$ cat src/hpc_pkg.sv
// Purpose: shared constants for the host port pin control block
// Assumes: one 200 MHz clock, clk_sys
// Notes: register index encodings follow the two select pins
`default_nettype none
package hpc_pkg;
    localparam int HPC_DATA_W = 8;
    localparam int HPC_ADDR_W = 2;
    localparam int HPC_FIFO_DEPTH = 8;
    localparam int HPC_FIFO_W = 11; // byte, index, byte_id
    localparam logic HPC_IRQ_IDLE = 1'h1;
    localparam logic HPC_STRAP_RST = 1'h0;
    localparam logic [1:0] HPC_REG_NUM = 2'h3; // three host registers
    typedef enum logic {HPC_DIR_WRITE, HPC_DIR_READ} hpc_dir_t;
endpackage
`default_nettype wire

$ cat src/hpc_fifo.sv
// Purpose: small synchronous FIFO with valid/ready on both sides
// Assumes: single clock, async active-low reset
// Notes: full and empty are exact; no write when full
`default_nettype none
module hpc_fifo #(
    parameter int WIDTH = 8,
    parameter int DEPTH = 8
) (
    input wire logic clk_sys, // clock
    input wire logic rstn, // async reset
    input wire logic in_valid, // write request
    output logic in_ready, // not full
    input wire logic [WIDTH-1:0] in_data, // write data
    output logic out_valid, // not empty
    input wire logic out_ready, // read accept
    output logic [WIDTH-1:0] out_data // head word
);
    localparam int AW = $clog2(DEPTH);
    logic [WIDTH-1:0] mem [DEPTH];
    logic [AW-1:0] wr_ptr;
    logic [AW-1:0] rd_ptr;
    logic [AW:0] count;
    logic push;
    logic pop;

    assign in_ready = (count != (AW+1)'(DEPTH));
    assign out_valid = (count != '0);
    assign push = in_valid && in_ready;
    assign pop = out_valid && out_ready;
    assign out_data = mem[rd_ptr];

    always_ff @(posedge clk_sys) begin
        if (push) begin
            mem[wr_ptr] <= in_data;
        end
    end

    always_ff @(posedge clk_sys or negedge rstn) begin
        if (!rstn) begin
            wr_ptr <= '0;
            rd_ptr <= '0;
            count <= '0;
        end else begin
            if (push) begin
                wr_ptr <= (wr_ptr == AW'(DEPTH - 1)) ? '0 : wr_ptr + 1'b1;
            end
            if (pop) begin
                rd_ptr <= (rd_ptr == AW'(DEPTH - 1)) ? '0 : rd_ptr + 1'b1;
            end
            count <= count + (push ? 1'b1 : 1'b0) - (pop ? 1'b1 : 1'b0);
        end
    end
endmodule
`default_nettype wire

$ cat src/hpc_host_port.sv
// Purpose: pin-level control of the byte-wide host port
// Assumes: host pins are asynchronous and pass two flip-flops first
// Notes: written bytes queue in a FIFO toward the core side
// Operation
// - transfers timed from the two data strobes
// - address latched on the address strobe
// - direction level picks read or write
// - ready output tells host next transfer
// - ready and interrupt float when outputs disabled
// - interrupt driven high during reset
// - disabled port lets interrupt carry timer
// - strap sampled at reset release, high enables
// - open or low strap disables port
// - strap ignored after disable until reset
// - pull-ups on only when port disabled
// - two select inputs pick one register
// - byte id marks first or second byte
`default_nettype none
module hpc_host_port
    import hpc_pkg::*;
#(
    parameter int FIFO_DEPTH = HPC_FIFO_DEPTH
) (
    input wire logic clk_sys, // 200 MHz clock
    input wire logic rstn, // async reset, chip_reset_n
    input wire logic port_enable_strap, // strap pin
    input wire logic port_select_n, // host chip select
    input wire logic data_strobe_a_n, // host strobe a
    input wire logic data_strobe_b_n, // host strobe b
    input wire logic addr_strobe_n, // host address strobe
    input wire logic addr_mux_mode, // 1: host muxes address
    input wire logic xfer_direction, // 1 read, 0 write
    input wire logic reg_select_0, // register select bit 0
    input wire logic reg_select_1, // register select bit 1
    input wire logic byte_id, // second byte when high
    input wire logic [7:0] host_data_in, // data pins in
    output logic [7:0] host_data_out, // data pins out
    output logic host_data_oe, // data pins driven
    input wire logic out_disable_n, // global output disable
    input wire logic timer_b_out, // timer output
    input wire logic timer_on_irq, // route timer to irq pin when port disabled
    input wire logic core_irq_req, // core asks host irq
    input wire logic [7:0] core_rd_data, // read data for host
    input wire logic core_rd_valid, // read data ready
    output logic core_rd_req, // read request pulse
    output logic [1:0] core_rd_index, // register to read
    output logic core_wr_valid, // write word valid
    input wire logic core_wr_ready, // core accepts word
    output logic [10:0] core_wr_word, // {byte_id,index,data}
    output logic port_ready, // ready pin out
    output logic port_ready_oe, // ready pin enable
    output logic host_irq_n, // interrupt pin out
    output logic host_irq_oe, // interrupt pin enable
    output logic port_enabled, // port enabled state
    output logic pullup_on // host pin pull-ups on
);
    typedef enum logic [1:0] {HPC_IDLE, HPC_RD_WAIT, HPC_ACTIVE}
        hpc_state_t;
    localparam int NS = 9;
    logic [NS-1:0] sync1;
    logic [NS-1:0] sync2;
    logic [1:0] strap_sync;
    logic cs_s;
    logic ds_s;
    logic as_s;
    logic dir_s;
    logic bid_s;
    logic mux_s;
    logic ds_d;
    logic as_d;
    logic [1:0] sel_s;
    logic [7:0] data_s1;
    logic [7:0] data_s;
    logic strap_seen;
    logic strap_done;
    logic [1:0] addr_latch;
    hpc_state_t state;
    logic fifo_in_ready;
    logic [1:0] idx;
    logic strobe;
    logic read_take;
    logic write_take;

    always_ff @(posedge clk_sys or negedge rstn) begin
        if (!rstn) begin
            sync1 <= '1;
            sync2 <= '1;
            data_s1 <= '0;
            data_s <= '0;
        end else begin
            sync1 <= {port_select_n, data_strobe_a_n, data_strobe_b_n,
                      addr_strobe_n, xfer_direction, byte_id,
                      reg_select_1, reg_select_0, addr_mux_mode};
            sync2 <= sync1;
            data_s1 <= host_data_in;
            data_s <= data_s1;
        end
    end
    assign cs_s = !sync2[8];
    assign ds_s = !(sync2[7] && sync2[6]);
    assign as_s = !sync2[5];
    assign dir_s = sync2[4];
    assign bid_s = sync2[3];
    assign sel_s = sync2[2:1];
    assign strobe = cs_s && ds_s && !ds_d && port_enabled;

    // strap synchroniser runs through reset, so the settled pin level
    // is already at its second stage when reset lets go
    always_ff @(posedge clk_sys) begin
        strap_sync <= {strap_sync[0], port_enable_strap};
    end

    // strap taken once, on the first clock after reset release
    always_ff @(posedge clk_sys or negedge rstn) begin
        if (!rstn) begin
            strap_done <= 1'b0;
            port_enabled <= HPC_STRAP_RST;
        end else if (!strap_done) begin
            strap_done <= 1'b1;
            port_enabled <= strap_sync[1];
        end
    end
    assign strap_seen = strap_done;
    assign pullup_on = strap_seen ? !port_enabled : 1'b1;

    always_ff @(posedge clk_sys or negedge rstn) begin
        if (!rstn) begin
            ds_d <= 1'b0;
            as_d <= 1'b0;
            addr_latch <= '0;
        end else begin
            ds_d <= ds_s;
            as_d <= as_s;
            if (as_s && !as_d && cs_s) begin
                addr_latch <= sel_s;
            end
        end
    end
    assign mux_s = sync2[0];
    assign idx = mux_s ? addr_latch : sel_s;
    assign read_take = strobe && state == HPC_IDLE &&
                       dir_s == HPC_DIR_READ;
    assign write_take = strobe && state == HPC_IDLE &&
                        dir_s == HPC_DIR_WRITE;

    always_ff @(posedge clk_sys or negedge rstn) begin
        if (!rstn) begin
            state <= HPC_IDLE;
        end else begin
            unique case (state)
                HPC_IDLE: begin
                    if (read_take) begin
                        state <= HPC_RD_WAIT;
                    end else if (write_take) begin
                        state <= HPC_ACTIVE;
                    end
                end
                HPC_RD_WAIT: begin
                    if (core_rd_valid) begin
                        state <= HPC_ACTIVE;
                    end
                end
                HPC_ACTIVE: begin
                    if (!ds_s || !cs_s) begin
                        state <= HPC_IDLE;
                    end
                end
            endcase
        end
    end

    // one-cycle request toward the core, index held for the answer
    always_ff @(posedge clk_sys or negedge rstn) begin
        if (!rstn) begin
            core_rd_req <= 1'b0;
            core_rd_index <= '0;
        end else begin
            core_rd_req <= read_take;
            if (read_take) begin
                core_rd_index <= idx;
            end
        end
    end

    // data pins carry the core's byte until the host ends the strobe
    always_ff @(posedge clk_sys or negedge rstn) begin
        if (!rstn) begin
            host_data_out <= '0;
            host_data_oe <= 1'b0;
        end else if (state == HPC_RD_WAIT && core_rd_valid) begin
            host_data_out <= core_rd_data;
            host_data_oe <= out_disable_n;
        end else if (state == HPC_ACTIVE && (!ds_s || !cs_s)) begin
            host_data_oe <= 1'b0;
        end
    end

    hpc_fifo #(
        .WIDTH(HPC_FIFO_W),
        .DEPTH(FIFO_DEPTH)
    ) u_fifo (
        .clk_sys(clk_sys),
        .rstn(rstn),
        .in_valid(write_take),
        .in_ready(fifo_in_ready),
        .in_data({bid_s, idx, data_s}),
        .out_valid(core_wr_valid),
        .out_ready(core_wr_ready),
        .out_data(core_wr_word)
    );

    // ready low while a read waits or writes cannot queue
    assign port_ready = port_enabled && fifo_in_ready &&
                        state != HPC_RD_WAIT;
    assign port_ready_oe = out_disable_n;
    assign host_irq_oe = out_disable_n;
    always_comb begin
        if (!rstn) begin
            host_irq_n = HPC_IRQ_IDLE;
        end else if (!port_enabled && timer_on_irq) begin
            host_irq_n = timer_b_out;
        end else begin
            host_irq_n = !(core_irq_req && port_enabled);
        end
    end
endmodule
`default_nettype wire

$ cat config.mk
export PLATFORM = sky130hd
export DESIGN_NAME = hpc_host_port
export DESIGN_NICKNAME = d
export VERILOG_FILES = /design/src/hpc_pkg.sv /design/src/hpc_fifo.sv /design/src/hpc_host_port.sv
export SDC_FILE = /design/constraint.sdc
export NUM_CORES = 1
export LEC_CHECK = 0
export BUFFER_PORTS_ARGS = -buffer_cell sky130_fd_sc_hd__buf_2
export CORE_ASPECT_RATIO = 0.9
export CORE_UTILIZATION = 53
export DETAILED_ROUTE_END_ITERATION = 8
export GPL_ROUTABILITY_DRIVEN = 0
export PLACE_DENSITY = 0.81
export SETUP_SLACK_MARGIN = 0.5
export SYNTH_ARGS = -nofsm -noshare
export SYNTH_HDL_FRONTEND = slang
export SYNTH_SLANG_ARGS = --single-unit
$ cat constraint.sdc
create_clock -name clk_sys -period 4.2 [get_ports clk_sys]
set_clock_uncertainty 0.05 [all_clocks]
set_input_delay 0.21 -clock clk_sys [delete_from_list [all_inputs] [get_ports clk_sys]]
set_output_delay 0.21 -clock clk_sys [all_outputs]
set_load 0.05 [all_outputs]
# Word-level counts from Yosys, hierarchy flattened
# Memories as Yosys holds them, arrays and structs flattened.
# Index checks and enable logic that the tools add are counted.
totals:
  ff_bits: 66
  ramBits: 88
  inputBits: 34
  word_cells: 79
  memories: 1
classes:
  add_sub_neg: 4
  n_eq_ne: 9
  mux: 17
  bitwise: 1
  reduce_logical: 29
mem_list:
  columns: ["memory", "words", "word_bits", "read_ports", "rd_ports_with_merged_regs", "write_ports", "line", "source"]
  rows:
  - ["u_fifo.mem", 8, 11, 1, 0, 1, "hpc_fifo.sv:19", "logic [WIDTH-1:0] mem [DEPTH];"]
ops:
  columns: ["op", "n"]
  rows:
  - ["1-bit logical AND", 17]
  - ["2-bit two-way mux", 5]
  - ["1-bit two-way mux", 9]
  - ["1-bit zero test", 7]
  - ["3-bit by 1-bit adder with 3-bit output, second input constant", 2]
  - ["3-bit equality test, second input constant", 2]
  - ["3-bit two-way mux", 2]
  - ["2-bit one-hot mux with 3 select lines", 1]
  - ["4-bit adder", 1]
  - ["2-bit inequality test, second input constant", 2]
  - ["4-bit inequality test, second input constant", 1]
  - ["4-bit nonzero test", 1]
  - ["4-bit subtractor", 1]
  - ["3-bit by 2-bit inequality test with 1-bit output, second input constant", 1]
  - ["3-bit AND reduction", 1]
  - ["2-bit by 1-bit equality test with 1-bit output, second input constant", 1]
  - ["2-bit equality test, second input constant", 1]
  - ["2-bit zero test", 1]
  - ["2-bit by 1-bit inequality test with 1-bit output, second input constant", 1]
  - ["2-bit nonzero test", 1]
  - ["1-bit logical OR", 1]
  - ["1-bit inverter", 1]

# Depth between registers and ports, before layout
# Gate-level depths: netlist (run 1).
logic_depth:
  word_depth: 11
  depth_mapped: 11

# Modules after synthesis
# From an unflattened synthesis (run 1), not the netlist that was laid out.
unflattened:
  cells_unflattened: 292
  hier_area_um2: 5823.1
modules_own_cells:
  columns: ["mod", "instances", "cells_per_inst", "area_per_inst_um2", "seq_area_each_um2"]
  rows:
  - ["hpc_fifo", 1, 183, 3993.8, 2892.8]
  - ["hpc_host_port", 1, 109, 1829.3, 1413.9]

# Worst setup path before layout (run 1)
# Ideal clock, no wire load.
synth_path:
  path_kind: "flip-flop to flip-flop"
  startpoint: "register port_enabled"
  endpoint: "memory u_fifo.mem[0][0] in the netlist's numbering, enable pin"
  setup_time_ns: 0.393
  t_arrival_ns: 2.279
  required_ns: 3.757
  slack_ns: 1.478
  path_stages_with_launch: 5
  synth_period_minus_slack_ns: 2.722
  cell_sequence: "dfrtp_1 nand2b_1 nor4_4 nand2b_2 nor3_1"
synth_between:
  elab_chain_cells: 6
synth_lines:
  columns: ["item", "line", "source"]
  rows:
  - ["start: declaration", "hpc_host_port.sv:54", "output logic port_enabled,"]
  - ["start signal: assignment", "hpc_host_port.sv:120", "port_enabled <= strap_sync[1];"]
  - ["1-bit logical AND", "hpc_host_port.sv:105", "assign strobe = cs_s && ds_s && !ds_d && port_enabled;"]
  - ["1-bit logical AND (2 in series)", "hpc_host_port.sv:143", "assign write_take = strobe && state == HPC_IDLE &&"]
  - ["1-bit logical AND", "hpc_fifo.sv:28", "assign push = in_valid && in_ready;"]
  - ["1-bit two-way mux", "hpc_fifo.sv:33", "if (push) begin"]
  - ["1-bit two-way mux (implied by the code)", "hpc_fifo.sv:34", "mem[wr_ptr] <= in_data;"]
  - ["end: declaration", "hpc_fifo.sv:19", null]
# Every way passes these cells.

# Worst setup path in the final report (run 1)
layout_path:
  startpoint: "register u_fifo.rd_ptr[0]"
  endpoint: "output core_wr_word[7]"
layout_between:
  elab_chain_cells: 1
layout_lines:
  columns: ["item", "line", "source"]
  rows:
  - ["start: declaration", "hpc_fifo.sv:21", "logic [AW-1:0] rd_ptr;"]
  - ["start signal: assignment", "hpc_fifo.sv:48", "rd_ptr <= (rd_ptr == AW'(DEPTH - 1)) ? '0 : rd_ptr + 1'b1;"]
  - ["memory read 8 x 11 bit", null, null]
  - ["end: declaration", "hpc_host_port.sv:49", "output logic [10:0] core_wr_word,"]
# Every way passes these cells.

==> results of run 1 <==
cell usage in the layout, fill, tap and decap left out, types with 3 or more instances in the layout:
master,netlist,routed
sky130_fd_sc_hd__nor2_1,9,9
sky130_fd_sc_hd__clkbuf_16,0,17
sky130_fd_sc_hd__nand3_1,5,5
sky130_fd_sc_hd__edfxtp_1,88,88
sky130_fd_sc_hd__dlygate4sd3_1,0,29
sky130_fd_sc_hd__nand2b_1,5,5
sky130_fd_sc_hd__dfrtp_1,46,46
sky130_fd_sc_hd__inv_8,0,3
sky130_fd_sc_hd__mux2_4,3,3
sky130_fd_sc_hd__inv_6,0,4
sky130_fd_sc_hd__mux2_2,26,26
sky130_fd_sc_hd__buf_4,2,11
sky130_fd_sc_hd__ha_1,13,13
sky130_fd_sc_hd__buf_2,1,63
sky130_fd_sc_hd__nand2_1,11,11
sky130_fd_sc_hd__nor3_1,3,3
sky130_fd_sc_hd__inv_1,13,13
sky130_fd_sc_hd__a21oi_1,4,4
sky130_fd_sc_hd__mux4_2,22,22
sky130_fd_sc_hd__dfstp_2,18,18
stage by stage:
stage	setup WS, ns	hold WS [ns]	std cells	util	total power [mW]
global route	1.14	0.196	552	0.686	4.82
detailed placement	1.69	0.264	491	0.603	3.17
CTS	1.24	0.165	552	0.686	4.66
finish	1.30	0.179	552	0.686	4.62
global placement	1.73	0.256	491	0.603	3.13
floorplan	1.48	-0.136	296	-	2.92
flip-flops by register name, indices dropped and copies added, names as in the netlist:
register / cells
host_data_oe: 1
addr_latch: 2
sync1: 9
core_rd_req: 1
strap_sync: 2
as_d: 1
data_s: 8
u_fifo.count: 4
sync2: 9
data_s1: 8
u_fifo.mem: 88
ds_d: 1
u_fifo.rd_ptr: 3
host_data_out: 8
core_rd_index: 2
port_enabled: 1
strap_done: 1
u_fifo.wr_ptr: 3
state: 2
path summary, 6_finish.rpt:
kind                       cells past startpoint              from                end
max in group asynchronous                      3              rstn           sync2[1]
min in group asynchronous                      2              rstn          data_s[1]
max reg2reg                                    7          state[0]  u_fifo.mem[6][10]
min reg2reg                                    0     strap_sync[0]      strap_sync[1]
max                                            4  u_fifo.rd_ptr[0]    core_wr_word[7]
min                                            3     core_wr_ready   u_fifo.rd_ptr[2]
tightest hold or removal path, cell delays in order:
cell and delay [ns]:
sky130_fd_sc_hd__buf_2 0.10, sky130_fd_sc_hd__nand2_1 0.13, sky130_fd_sc_hd__mux2_2 0.17
cell type report:
type,count,share of cell area
repair buffers,103,0.0967
flip-flops and latches,154,0.605
inverters,13,0.00686
clock buffers,19,0.0608
clock inverters,13,0.0192
multi-input cells,121,0.189
well taps,129,0.0227
power by group through the flow:
stage	clock, mW	sequential (mW)	combinational [mW]
finish	1.45	1.90	1.28
global route	1.54	1.92	1.36
CTS	1.47	1.90	1.30
detailed placement	0	1.92	1.25
global placement	0	1.92	1.22
floorplan	0	1.93	0.987
layer usage:
metal,wire length (um),global-route usage,vias to the layer above
li1,-,-,1342
met3,583,0.0559,15
met2,5640,0.377,100
met1,3980,0.232,1499
met4,184,0.102,0
met5,0,0,-
cell families after synthesis:
kind of cell / count (synthesis) / synth area share
and+or+nand+nor: 41 / 0.0383
muxes: 54 / 0.151
buffers and inverters: 21 / 0.0178
DFF: 154 / 0.749
other: 1 / 0.000652
adders and majority gates: 14 / 0.0318
AOI/OAI and AO/OA: 9 / 0.00892
xor gates and xnor gates: 2 / 0.00305
Yosys cell counts, drive strengths merged:
| cell | number |
|---|---|
| a21o | 2 |
| a21oi | 4 |
| buf | 8 |
| conb | 1 |
| dfrtp | 46 |
| dfstp | 18 |
| dfxtp | 2 |
| edfxtp | 88 |
| fa | 1 |
| ha | 13 |
| inv | 13 |
| mux2 | 31 |
| mux2i | 1 |
| mux4 | 22 |
| nand2 | 12 |
| nand2b | 6 |
| nand3 | 5 |
| nor2 | 9 |
| nor2b | 1 |
| nor3 | 3 |
| nor3b | 2 |
| nor4 | 1 |
| o21ai | 2 |
| o22ai | 1 |
| or2 | 1 |
| or4 | 1 |
| xor2 | 2 |
timing repair:
item	CTS	global route
hold buffers	29	0
setup endpoints to repair	0	0
hold endpoints to repair	49	0
==> flow_summary.html, run 1 <==
<table>
<tr><th>Metric</th><th>Value</th></tr>
<tr><th colspan="2">Logic synthesis</th></tr>
<tr><td>Average cell area after synthesis</td><td>19.4 um^2</td></tr>
<tr><td>Count of warnings emitted by yosys</td><td>0</td></tr>
<tr><td>Largest cells by area after synthesis</td><td>sky130_fd_sc_hd__edfxtp_1 (46%), sky130_fd_sc_hd__dfrtp_1 (20%), sky130_fd_sc_hd__mux4_2 (8.6%)</td></tr>
<tr><td>Area of the mapped netlist</td><td>5750 um^2</td></tr>
<tr><td>Register area share after synthesis</td><td>0.749</td></tr>
<tr><td>Area share of the leading cell type in the synthesized netlist</td><td>0.460</td></tr>
<tr><td>Cell type contributing the most total cell area after synthesis</td><td>sky130_fd_sc_hd__edfxtp_1</td></tr>
<tr><td>Synthesized flop and latch total</td><td>154</td></tr>
<tr><td>Number of different library cells in the post-synthesis netlist</td><td>34</td></tr>
<tr><td>Number of nets produced by synthesis</td><td>344</td></tr>
<tr><td>Post-synthesis instance total</td><td>296</td></tr>
<tr><th colspan="2">Final layout</th></tr>
<tr><td>Number of diodes</td><td>0</td></tr>
<tr><td>Layout overhead on the synthesized area</td><td>23.7%</td></tr>
<tr><td>Final nets</td><td>458</td></tr>
<tr><td>Area used by multi-input combinational logic</td><td>1340 um^2</td></tr>
<tr><td>Area of all sequential standard cells</td><td>4310 um^2</td></tr>
<tr><td>Final Cell Area</td><td>7120 um^2</td></tr>
<tr><td>Number of fill cells in the layout</td><td>642</td></tr>
<tr><td>Fraction of final layout cells with drive strength greater than 1</td><td>0.418</td></tr>
<tr><th colspan="2">Global route</th></tr>
<tr><td>Number of global-route vias before repair</td><td>3210</td></tr>
<tr><td>Global route overflow</td><td>0</td></tr>
<tr><td>First-pass GRT wire length</td><td>16600 um</td></tr>
<tr><td>Pin count of the biggest net entering global routing</td><td>35</td></tr>
<tr><td>Total GRT Usage</td><td>0.209</td></tr>
<tr><td>Initial antenna violation count</td><td>0</td></tr>
<tr><th colspan="2">Die</th></tr>
<tr><td>Number of I/O pins</td><td>64</td></tr>
<tr><td>Die Width</td><td>112 um</td></tr>
<tr><td>Core area</td><td>10400 um^2</td></tr>
<tr><td>Number of standard-cell rows in the floorplan</td><td>35</td></tr>
<tr><td>Die area</td><td>11300 um^2</td></tr>
<tr><td>Effective utilization at floorplan</td><td>0.554</td></tr>
<tr><td>Die extent in y</td><td>101 um</td></tr>
<tr><th colspan="2">Power</th></tr>
<tr><td>Switching power</td><td>1.54 mW</td></tr>
<tr><td>Cell internal pwr</td><td>3.08 mW</td></tr>
<tr><td>Worst voltage drop across the vdd grid</td><td>569 uV</td></tr>
<tr><td>Pwr per Cell Area</td><td>650 nW/um^2</td></tr>
<tr><td>LEAKAGE</td><td>2.84 nW</td></tr>
<tr><td>Part of the power in registers</td><td>0.410</td></tr>
<tr><td>Switching power as a share of total power</td><td>0.333</td></tr>
<tr><td>Clock network fraction of design power</td><td>0.313</td></tr>
<tr><td>Share of power burned in combinational logic</td><td>0.277</td></tr>
<tr><th colspan="2">Worst setup path</th></tr>
<tr><td>Worst EP required</td><td>3.94 ns</td></tr>
<tr><td>Gate family responsible for the most delay along the worst path</td><td>multiplexers</td></tr>
<tr><td>Slowest stage delay, CP</td><td>0.75 ns</td></tr>
<tr><td>Buffers plus inverters on the worst setup path</td><td>2</td></tr>
<tr><td>Kind of start point of the critical path</td><td>register</td></tr>
<tr><td>Series of cell instances along the critical path</td><td>buf_4, mux4_2, mux2_2, buf_2</td></tr>
<tr><td>CP Data Arrival Time</td><td>2.64 ns</td></tr>
<tr><td>Crit Path Category</td><td>reg -&gt; out</td></tr>
<tr><td>Max stage delay cell, worst path</td><td>sky130_fd_sc_hd__dfrtp_1</td></tr>
<tr><td>Crit end category</td><td>output pin</td></tr>
<tr><td>Largest fanout on the critical path</td><td>14</td></tr>
<tr><td>Setup slack of the worst register-to-register path</td><td>1.70 ns</td></tr>
<tr><th colspan="2">Clocking</th></tr>
<tr><td>Post-CTS setup-driven buffer insertion count</td><td>0</td></tr>
<tr><td>TritonCTS clock tree</td><td>yes</td></tr>
<tr><td>Post_cts resized</td><td>0</td></tr>
<tr><td>Largest buffer count on any clock path</td><td>2</td></tr>
<tr><td>Clock edge transition at the registers on the reported setup and hold paths</td><td>0.06 ns</td></tr>
<tr><td>Worst skew pair latency</td><td>0.41 ns</td></tr>
<tr><td>Number of levels in the clock H-tree</td><td>4</td></tr>
<tr><td>Library cell used as clock root buffer</td><td>sky130_fd_sc_hd__clkbuf_16</td></tr>
<tr><td>Num CTS Buffers</td><td>17</td></tr>
<tr><td>Clock Sink Count</td><td>154</td></tr>
<tr><th colspan="2">Timing</th></tr>
<tr><td>Summed negative setup slack over all endpoints</td><td>0 ns</td></tr>
<tr><td>Maximum clock frequency</td><td>345 MHz</td></tr>
<tr><td>Unrepaired setup endpoints after global routing</td><td>false</td></tr>
<tr><td>Minimum period implied by the final worst setup slack</td><td>2.90 ns</td></tr>
<tr><td>Worst relative slew slack</td><td>0.269</td></tr>
<tr><td>Max-slew violation count</td><td>0</td></tr>
<tr><td>Hold Vio Cnt, Final</td><td>0</td></tr>
<tr><td>Ratio of final minimum period to clock period</td><td>0.691</td></tr>
<tr><td>Worst-margin pin slew</td><td>1.10 ns</td></tr>
<tr><td>Total of endpoints with negative setup slack in the final report</td><td>0</td></tr>
<tr><th colspan="2">Routing</th></tr>
<tr><td>Detailed-route wire length per cell</td><td>18.8 um</td></tr>
<tr><td>Iteration-0 DRC count of the detailed router</td><td>165</td></tr>
<tr><td>Remaining antenna violation count</td><td>0</td></tr>
<tr><td>Count of vias placed by the detailed router</td><td>2956</td></tr>
<tr><td>Number of remaining DRC errors</td><td>2</td></tr>
<tr><td>First-pass iteration count of the detailed router</td><td>6</td></tr>
<tr><td>Routed WL</td><td>10400 um</td></tr>
<tr><td>Vias per cell</td><td>5.36</td></tr>
<tr><th colspan="2">Place</th></tr>
<tr><td># port buffers</td><td>63</td></tr>
<tr><td>DP Wirelength</td><td>6260 um</td></tr>
<tr><td>Placed cell area</td><td>6260 um^2</td></tr>
<tr><th colspan="2">Outcome</th></tr>
<tr><td>Violated checks</td><td>design-rule violations</td></tr>
<tr><td>Result of the run</td><td>complete, but fails checks</td></tr>
<tr><th colspan="2">Run</th></tr>
<tr><td>Max cap viols</td><td>0</td></tr>
<tr><th colspan="2">Min path</th></tr>
<tr><td>Path type of the worst min-delay path</td><td>in -&gt; reg</td></tr>
</table>
Note: power is estimated with default switching activity, not from simulation.
==> inputs of run 2 (changes only) <==
--- a/config.mk
+++ b/config.mk
@@ -7,10 +7,10 @@
 export LEC_CHECK = 0
 export BUFFER_PORTS_ARGS = -buffer_cell sky130_fd_sc_hd__buf_2
 export CORE_ASPECT_RATIO = 0.9
-export CORE_UTILIZATION = 53
+export CORE_UTILIZATION = 52
 export DETAILED_ROUTE_END_ITERATION = 8
 export GPL_ROUTABILITY_DRIVEN = 0
-export PLACE_DENSITY = 0.81
+export PLACE_DENSITY = 0.83
 export SETUP_SLACK_MARGIN = 0.5
 export SYNTH_ARGS = -nofsm -noshare
 export SYNTH_HDL_FRONTEND = slang
==> constraint.sdc (replaced) <==
create_clock -name clk_sys -period 2.4 [get_ports clk_sys]
set_clock_uncertainty 0.05 [all_clocks]
set_input_delay 0.12 -clock clk_sys [delete_from_list [all_inputs] [get_ports clk_sys]]
set_output_delay 0.12 -clock clk_sys [all_outputs]
set_load 0.05 [all_outputs]
==> flow_summary.html, run 2 (same netlist as run 1, synthesis figures left out) <==
<table>
<tr><th>Metric</th><th>Value</th></tr>
<tr><th colspan="2">Outcome</th></tr>
<tr><td>Result of the run</td><td>finished, final reports clean</td></tr>
<tr><th colspan="2">Die</th></tr>
<tr><td>Effective utilization at floorplan</td><td>0.532</td></tr>
<tr><td>Number of standard-cell rows in the floorplan</td><td>36</td></tr>
<tr><td>Die area</td><td>11500 um^2</td></tr>
<tr><td>Die Width</td><td>113 um</td></tr>
<tr><td>Die extent in y</td><td>102 um</td></tr>
<tr><td>Number of I/O pins</td><td>64</td></tr>
<tr><td>Core area</td><td>10800 um^2</td></tr>
<tr><th colspan="2">Final layout</th></tr>
<tr><td>Number of fill cells in the layout</td><td>627</td></tr>
<tr><td>Fraction of final layout cells with drive strength greater than 1</td><td>0.520</td></tr>
<tr><td>Most used cells in the layout excluding fill and tap cells</td><td>sky130_fd_sc_hd__edfxtp_1 (88), sky130_fd_sc_hd__buf_2 (51), sky130_fd_sc_hd__dfrtp_1 (44), sky130_fd_sc_hd__buf_6 (30), sky130_fd_sc_hd__dlygate4sd3_1 (29)</td></tr>
<tr><td>Most common cell after layout, fill and taps aside</td><td>sky130_fd_sc_hd__edfxtp_1</td></tr>
<tr><td>Largest reg by FF count</td><td>u_fifo.mem</td></tr>
<tr><td>Flip-flop count of the largest register, all copies and words added</td><td>88</td></tr>
<tr><td>Layout overhead on the synthesized area</td><td>35.8%</td></tr>
<tr><td>Final nets</td><td>485</td></tr>
<tr><td>Number of diodes</td><td>0</td></tr>
<tr><td>Registers with the most flip-flops</td><td>u_fifo.mem: 88 flops, sync1: 9 flops, sync2: 9 flops</td></tr>
<tr><td>Final non-filler cell total</td><td>583</td></tr>
<tr><th colspan="2">Timing</th></tr>
<tr><td>Max-slew violation count</td><td>0</td></tr>
<tr><td>Summed negative setup slack over all endpoints</td><td>0 ns</td></tr>
<tr><td>Minimum period implied by the final worst setup slack</td><td>2.25 ns</td></tr>
<tr><td>Total of endpoints with negative setup slack in the final report</td><td>0</td></tr>
<tr><td>Smallest setup slack after layout</td><td>0.148 ns</td></tr>
<tr><td>Unrepaired setup endpoints after global routing</td><td>true</td></tr>
<tr><td>Worst relative slew slack</td><td>0.526</td></tr>
<tr><td>Hold Vio Cnt, Final</td><td>0</td></tr>
<tr><td>Maximum clock frequency</td><td>444 MHz</td></tr>
<tr><td>Worst-margin pin slew</td><td>0.711 ns</td></tr>
<tr><td>Ratio of final minimum period to clock period</td><td>0.938</td></tr>
<tr><th colspan="2">Place</th></tr>
<tr><td>Pre-CTS WS</td><td>0.344 ns</td></tr>
<tr><td>DP Wirelength</td><td>6080 um</td></tr>
<tr><td># port buffers</td><td>63</td></tr>
<tr><td>Placed Cells</td><td>500</td></tr>
<tr><th colspan="2">Clocking</th></tr>
<tr><td>Clock edge transition at the registers on the reported setup and hold paths</td><td>0.06 ns</td></tr>
<tr><td>Library cell used as clock root buffer</td><td>sky130_fd_sc_hd__clkbuf_16</td></tr>
<tr><td>Number of levels in the clock H-tree</td><td>4</td></tr>
<tr><td>Largest buffer count on any clock path</td><td>2</td></tr>
<tr><td>Worst skew pair latency</td><td>0.42 ns</td></tr>
<tr><td>Clock Sink Count</td><td>154</td></tr>
<tr><td>TritonCTS clock tree</td><td>yes</td></tr>
<tr><td>Num CTS Buffers</td><td>17</td></tr>
<tr><th colspan="2">Run</th></tr>
<tr><td>Max cap viols</td><td>0</td></tr>
<tr><th colspan="2">Global route</th></tr>
<tr><td>Initial antenna violation count</td><td>0</td></tr>
<tr><td>Number of global-route vias before repair</td><td>3276</td></tr>
<tr><td>Total GRT Usage</td><td>0.217</td></tr>
<tr><td>Global route overflow</td><td>0</td></tr>
<tr><td>Pin count of the biggest net entering global routing</td><td>65</td></tr>
<tr><td>First-pass GRT wire length</td><td>17500 um</td></tr>
<tr><th colspan="2">Worst setup path</th></tr>
<tr><td>CP Data Arrival Time</td><td>2.08 ns</td></tr>
<tr><td>Crit Path Category</td><td>reg -&gt; out</td></tr>
<tr><td>Worst EP required</td><td>2.23 ns</td></tr>
<tr><td>Largest fanout on the critical path</td><td>7</td></tr>
<tr><td>Kind of start point of the critical path</td><td>register</td></tr>
<tr><td>Crit end category</td><td>output pin</td></tr>
<tr><th colspan="2">Routing</th></tr>
<tr><td>Count of vias placed by the detailed router</td><td>3096</td></tr>
<tr><td>Detailed-route wire length per cell</td><td>19.6 um</td></tr>
<tr><td>Remaining antenna violation count</td><td>0</td></tr>
<tr><td>First-pass iteration count of the detailed router</td><td>4</td></tr>
<tr><td>Iteration-0 DRC count of the detailed router</td><td>204</td></tr>
<tr><td>Routed WL</td><td>11400 um</td></tr>
<tr><td>Vias per cell</td><td>5.31</td></tr>
<tr><td>Number of remaining DRC errors</td><td>0</td></tr>
<tr><th colspan="2">Power</th></tr>
<tr><td>Clock network fraction of design power</td><td>0.287</td></tr>
<tr><td>Switching power</td><td>2.96 mW</td></tr>
<tr><td>Worst voltage drop across the vdd grid</td><td>794 uV</td></tr>
<tr><td>Share of power burned in combinational logic</td><td>0.354</td></tr>
<tr><td>Cell internal pwr</td><td>6.08 mW</td></tr>
<tr><td>Part of the power in registers</td><td>0.359</td></tr>
<tr><td>Pwr per Cell Area</td><td>1160 nW/um^2</td></tr>
<tr><td>Switching power as a share of total power</td><td>0.328</td></tr>
<tr><td>LEAKAGE</td><td>3.10 nW</td></tr>
<tr><th colspan="2">Min path</th></tr>
<tr><td>Path type of the worst min-delay path</td><td>in -&gt; reg</td></tr>
</table>
==> run 2: what timing repair did <==
action                                  in CTS  in global routing
hold buffers                                29                  0
setup buffers                                9                  7
gates resized for setup                     50                 31
cloned                                       4                  2
endpoints found under the hold margin       73                  0
endpoints found under the setup margin     102                103
pin swaps                                    8                 14
==> run 2: final cells by class <==
cell class	instances	area [um^2]	share of cell area
inverter	13	51.3	0.00657
sequential	154	4310	0.552
clock inverter	15	150	0.0192
clock buffer	17	425	0.0545
multi-input combinational	121	1560	0.200
timing repair buffer	130	1150	0.147
tap	133	166	0.0213
==> run 2: per-stage QoR <==
step | power (mW) | utilization | hold WS, ns | area, um^2
2_1_floorplan | 5.21 | - | -0.226 | 5860
3_3_place_gp | 5.64 | 0.595 | 0.175 | 6430
3_5_place_dp | 5.71 | 0.595 | 0.176 | 6430
4_1_cts | 9.01 | 0.707 | 0.0663 | 7650
5_1_grt | 9.40 | 0.722 | 0.129 | 7810
6_report | 9.04 | 0.722 | 0.0946 | 7810
==> run 2: power by group through the flow <==
| stage | Clock (mW) | Combinational [mW] | Sequential (mW) |
|---|---|---|---|
| 3_5_place_dp | 0 | 2.45 | 3.26 |
| 4_1_cts | 2.62 | 3.15 | 3.24 |
| 5_1_grt | 2.74 | 3.39 | 3.27 |
| 6_report | 2.59 | 3.20 | 3.25 |
| 2_1_floorplan | 0 | 1.81 | 3.40 |
| 3_3_place_gp | 0 | 2.39 | 3.25 |
==> run 2: per-layer routing <==
metal  up-vias  track usage  wire [um]
met3        11       0.0682        601
met4         0       0.0648        136
met1      1584        0.251       4450
met2       106        0.392       6250
li1       1395            -          -
met5         -            0          0
==> run 2: critical path, cell delays in order (launching register included) <==
cell                      delay, ns
sky130_fd_sc_hd__dfrtp_2       0.43
sky130_fd_sc_hd__buf_12        0.14
sky130_fd_sc_hd__buf_12        0.13
sky130_fd_sc_hd__mux4_2        0.50
sky130_fd_sc_hd__mux2_4        0.30
sky130_fd_sc_hd__buf_6         0.16
==> run 2: path summary, 6_finish.rpt <==
kind | startpoint | endpoint | slack, ns | cells after the start
worst max-delay path | u_fifo.rd_ptr[0] | core_wr_word[8] | 0.15 | 5
worst min-delay path | core_rd_valid | state[0] | 0.09 | 4
worst max register to register | u_fifo.count[3] | u_fifo.mem[2][5] | 0.39 | 8
worst min register to register | strap_sync[0] | strap_sync[1] | 0.28 | 0
max in group asynchronous | rstn | sync1[4] | 1.67 | 3
min in group asynchronous | rstn | data_s1[4] | 0.29 | 3
==> inputs of run 3 (changes only) <==
--- a/config.mk
+++ b/config.mk
@@ -6,8 +6,10 @@
 export NUM_CORES = 1
 export LEC_CHECK = 0
 export BUFFER_PORTS_ARGS = -buffer_cell sky130_fd_sc_hd__buf_2
+export CELL_PAD_IN_SITES_DETAIL_PLACEMENT = 0
+export CELL_PAD_IN_SITES_GLOBAL_PLACEMENT = 1
 export CORE_ASPECT_RATIO = 0.9
-export CORE_UTILIZATION = 52
+export CORE_UTILIZATION = 45
 export DETAILED_ROUTE_END_ITERATION = 8
 export GPL_ROUTABILITY_DRIVEN = 0
 export PLACE_DENSITY = 0.83
==> flow_summary.html, run 3 (same netlist as run 1, synthesis figures left out) <==
<table>
<tr><th>Metric</th><th>Value</th></tr>
<tr><th colspan="2">Global route</th></tr>
<tr><td>Global route overflow</td><td>0</td></tr>
<tr><td>Global routing met3 resource utilization</td><td>0.0565</td></tr>
<tr><td>Pin count of the biggest net entering global routing</td><td>53</td></tr>
<tr><td>Top Usage Layer GRT</td><td>met2</td></tr>
<tr><td>Total GRT Usage</td><td>0.184</td></tr>
<tr><td>Initial antenna violation count</td><td>0</td></tr>
<tr><td>Number of global-route vias before repair</td><td>3211</td></tr>
<tr><td>First-pass GRT wire length</td><td>17200 um</td></tr>
<tr><td>Met1 layer usage reported by global route</td><td>0.227</td></tr>
<tr><td>Met2 Track Usage GR</td><td>0.301</td></tr>
<tr><th colspan="2">Routing</th></tr>
<tr><td>Count of vias placed by the detailed router</td><td>3104</td></tr>
<tr><td>Routed WL</td><td>11200 um</td></tr>
<tr><td>Vias per cell</td><td>5.03</td></tr>
<tr><td>Remaining antenna violation count</td><td>0</td></tr>
<tr><td>First-pass iteration count of the detailed router</td><td>4</td></tr>
<tr><td>Iteration-0 DRC count of the detailed router</td><td>201</td></tr>
<tr><td>Detailed-route wire length per cell</td><td>18.2 um</td></tr>
<tr><td>Number of remaining DRC errors</td><td>0</td></tr>
<tr><th colspan="2">Final layout</th></tr>
<tr><td>Fraction of final layout cells with drive strength greater than 1</td><td>0.530</td></tr>
<tr><td>Layout overhead on the synthesized area</td><td>37.7%</td></tr>
<tr><td>Most common cell after layout, fill and taps aside</td><td>sky130_fd_sc_hd__edfxtp_1</td></tr>
<tr><td>Final core area utilization</td><td>0.645</td></tr>
<tr><td>Flip-flop count of the largest register, all copies and words added</td><td>88</td></tr>
<tr><td>Largest reg by FF count</td><td>u_fifo.mem</td></tr>
<tr><td>Final nets</td><td>492</td></tr>
<tr><td>Final Cell Area</td><td>7920 um^2</td></tr>
<tr><td>Number of diodes</td><td>0</td></tr>
<tr><td>Most used cells in the layout excluding fill and tap cells</td><td>sky130_fd_sc_hd__edfxtp_1 (88), sky130_fd_sc_hd__buf_2 (51), sky130_fd_sc_hd__dfrtp_1 (44), sky130_fd_sc_hd__buf_6 (34), sky130_fd_sc_hd__dlygate4sd3_1 (29)</td></tr>
<tr><td>Registers with the most flip-flops</td><td>u_fifo.mem: 88 flops, sync1: 9 flops, sync2: 9 flops</td></tr>
<tr><td>Final non-filler cell total</td><td>617</td></tr>
<tr><th colspan="2">Die</th></tr>
<tr><td>Die area</td><td>13200 um^2</td></tr>
<tr><td>Number of standard-cell rows in the floorplan</td><td>38</td></tr>
<tr><td>Die extent in y</td><td>109 um</td></tr>
<tr><td>Core area</td><td>12300 um^2</td></tr>
<tr><td>Die Width</td><td>121 um</td></tr>
<tr><td>Effective utilization at floorplan</td><td>0.469</td></tr>
<tr><td>Number of I/O pins</td><td>64</td></tr>
<tr><th colspan="2">Timing</th></tr>
<tr><td>Minimum period implied by the final worst setup slack</td><td>2.20 ns</td></tr>
<tr><td>Smallest setup slack after layout</td><td>0.198 ns</td></tr>
<tr><td>Unrepaired setup endpoints after global routing</td><td>true</td></tr>
<tr><td>Total of endpoints with negative setup slack in the final report</td><td>0</td></tr>
<tr><td>Worst-margin pin slew</td><td>0.725 ns</td></tr>
<tr><td>Maximum clock frequency</td><td>454 MHz</td></tr>
<tr><td>Ratio of final minimum period to clock period</td><td>0.917</td></tr>
<tr><td>Summed negative setup slack over all endpoints</td><td>0 ns</td></tr>
<tr><td>Worst relative slew slack</td><td>0.517</td></tr>
<tr><td>Max-slew violation count</td><td>0</td></tr>
<tr><td>Hold Vio Cnt, Final</td><td>0</td></tr>
<tr><td>Hold slack final</td><td>0.111 ns</td></tr>
<tr><th colspan="2">Min path</th></tr>
<tr><td>Path type of the worst min-delay path</td><td>in -&gt; async</td></tr>
<tr><th colspan="2">Worst setup path</th></tr>
<tr><td>End of the worst register-to-register path</td><td>u_fifo.count[2]</td></tr>
<tr><td>Critical path startpoint</td><td>u_fifo.rd_ptr[0]</td></tr>
<tr><td>End of the critical path</td><td>core_wr_word[9]</td></tr>
<tr><td>Worst EP required</td><td>2.23 ns</td></tr>
<tr><td>Critical R2R Launch</td><td>u_fifo.count[2]</td></tr>
<tr><td>Kind of start point of the critical path</td><td>register</td></tr>
<tr><td>Crit Path Category</td><td>reg -&gt; out</td></tr>
<tr><td>Cell repeated most along the worst path</td><td>sky130_fd_sc_hd__buf_6</td></tr>
<tr><td>Setup slack of the worst register-to-register path</td><td>0.39 ns</td></tr>
<tr><td>Series of cell instances along the critical path</td><td>buf_6, buf_12, mux4_2, mux2_4, buf_6</td></tr>
<tr><td>Largest fanout on the critical path</td><td>7</td></tr>
<tr><td>Max stage delay cell, worst path</td><td>sky130_fd_sc_hd__mux4_2</td></tr>
<tr><td>Number of cells on the worst reg-to-reg path</td><td>11</td></tr>
<tr><td>Slowest stage delay, CP</td><td>0.52 ns</td></tr>
<tr><td>CP Data Arrival Time</td><td>2.03 ns</td></tr>
<tr><td>Crit end category</td><td>output pin</td></tr>
<tr><th colspan="2">Place</th></tr>
<tr><td># port buffers</td><td>63</td></tr>
<tr><td>DP Wirelength</td><td>6360 um</td></tr>
<tr><td>Pre-CTS WS</td><td>0.329 ns</td></tr>
<tr><td>Placed cell area</td><td>6480 um^2</td></tr>
<tr><td>Placed Cells</td><td>529</td></tr>
<tr><th colspan="2">Power</th></tr>
<tr><td>Switching power as a share of total power</td><td>0.320</td></tr>
<tr><td>Cell internal pwr</td><td>6.15 mW</td></tr>
<tr><td>Clock network fraction of design power</td><td>0.287</td></tr>
<tr><td>LEAKAGE</td><td>3.11 nW</td></tr>
<tr><td>Switching power</td><td>2.90 mW</td></tr>
<tr><td>Worst voltage drop across the vdd grid</td><td>874 uV</td></tr>
<tr><td>Share of power burned in combinational logic</td><td>0.353</td></tr>
<tr><td>Pwr per Cell Area</td><td>1140 nW/um^2</td></tr>
<tr><td>Total power of the final layout</td><td>9.05 mW</td></tr>
<tr><td>Part of the power in registers</td><td>0.360</td></tr>
<tr><th colspan="2">Clocking</th></tr>
<tr><td>TritonCTS clock tree</td><td>yes</td></tr>
<tr><td>Clock Sink Count</td><td>154</td></tr>
<tr><td>Num CTS Buffers</td><td>17</td></tr>
<tr><td>Worst skew pair latency</td><td>0.42 ns</td></tr>
<tr><td>Number of levels in the clock H-tree</td><td>4</td></tr>
<tr><td>Largest buffer count on any clock path</td><td>2</td></tr>
<tr><td>Clock edge transition at the registers on the reported setup and hold paths</td><td>0.06 ns</td></tr>
<tr><td>Library cell used as clock root buffer</td><td>sky130_fd_sc_hd__clkbuf_16</td></tr>
<tr><th colspan="2">Outcome</th></tr>
<tr><td>Result of the run</td><td>finished, final reports clean</td></tr>
<tr><th colspan="2">Run</th></tr>
<tr><td>Max cap viols</td><td>0</td></tr>
</table>
-- run 3: changes by cell type in the layout (fill, tap and decap cells not counted), moves of 2 or more --
cell and delta:
sky130_fd_sc_hd__buf_4 +3, sky130_fd_sc_hd__buf_6 +4, sky130_fd_sc_hd__clkbuf_1 +2, sky130_fd_sc_hd__clkbuf_8 +2
sky130_fd_sc_hd__clkinv_1 -2, sky130_fd_sc_hd__clkinv_4 -4, sky130_fd_sc_hd__clkinvlp_4 +6, sky130_fd_sc_hd__inv_6 -3
sky130_fd_sc_hd__mux2_2 +2, sky130_fd_sc_hd__mux2_4 -2
-- run 3: repair_timing --
action | in CTS | in global routing
endpoints found under the setup margin | 102 | 103
hold buffers | 29 | 0
gates resized for setup | 44 | 38
buffers inserted | 12 | 9
cloned | 3 | 3
pin swaps | 4 | 19
hold endpoints to repair | 39 | 0
-- run 3: critical path, delay by kind of cell, from the launching register on --
| family | cells | cell delay (ns) |
|---|---|---|
| muxes | 2 | 0.81 |
| DFF | 1 | 0.40 |
| buffers and inverters | 3 | 0.39 |
-- run 3: area by class of cell --
| cell class | instances | area (um^2) |
|---|---|---|
| clock buffer | 21 | 460 |
| multi-input combinational | 121 | 1560 |
| sequential | 154 | 4310 |
| timing repair buffer | 137 | 1220 |
| inverter | 13 | 51.3 |
| fill | 823 | 4350 |
| clock inverter | 11 | 121 |
| tap | 160 | 200 |
-- run 3: power by group through the flow --
stage | registers, mW | clock network [mW] | logic, mW
6_report | 3.26 | 2.59 | 3.20
3_3_place_gp | 3.28 | 0 | 2.42
2_1_floorplan | 3.40 | 0 | 1.81
4_1_cts | 3.25 | 2.65 | 3.00
5_1_grt | 3.29 | 2.76 | 3.39
3_5_place_dp | 3.29 | 0 | 2.46
-- run 3: routing by layer --
metal	wire, um	vias to the layer above
li1	-	1410
met1	4750	1595
met2	5800	80
met3	453	19
met4	211	0
met5	0	-
-- run 3: how the worst min path moves through the flow --
stage | from | end | slack [ns] | cells past startpoint
final | rstn | strap_done | 0.11 | 2
after global routing | core_wr_ready | u_fifo.rd_ptr[0] | 0.11 | 4
after CTS | core_wr_ready | u_fifo.rd_ptr[0] | 0.09 | 4
after detailed placement | rstn | host_data_out[0] | -0.01 | 1
after global placement | rstn | host_data_out[0] | -0.02 | 1
after floorplan | rstn | addr_latch[0] | -0.23 | 0
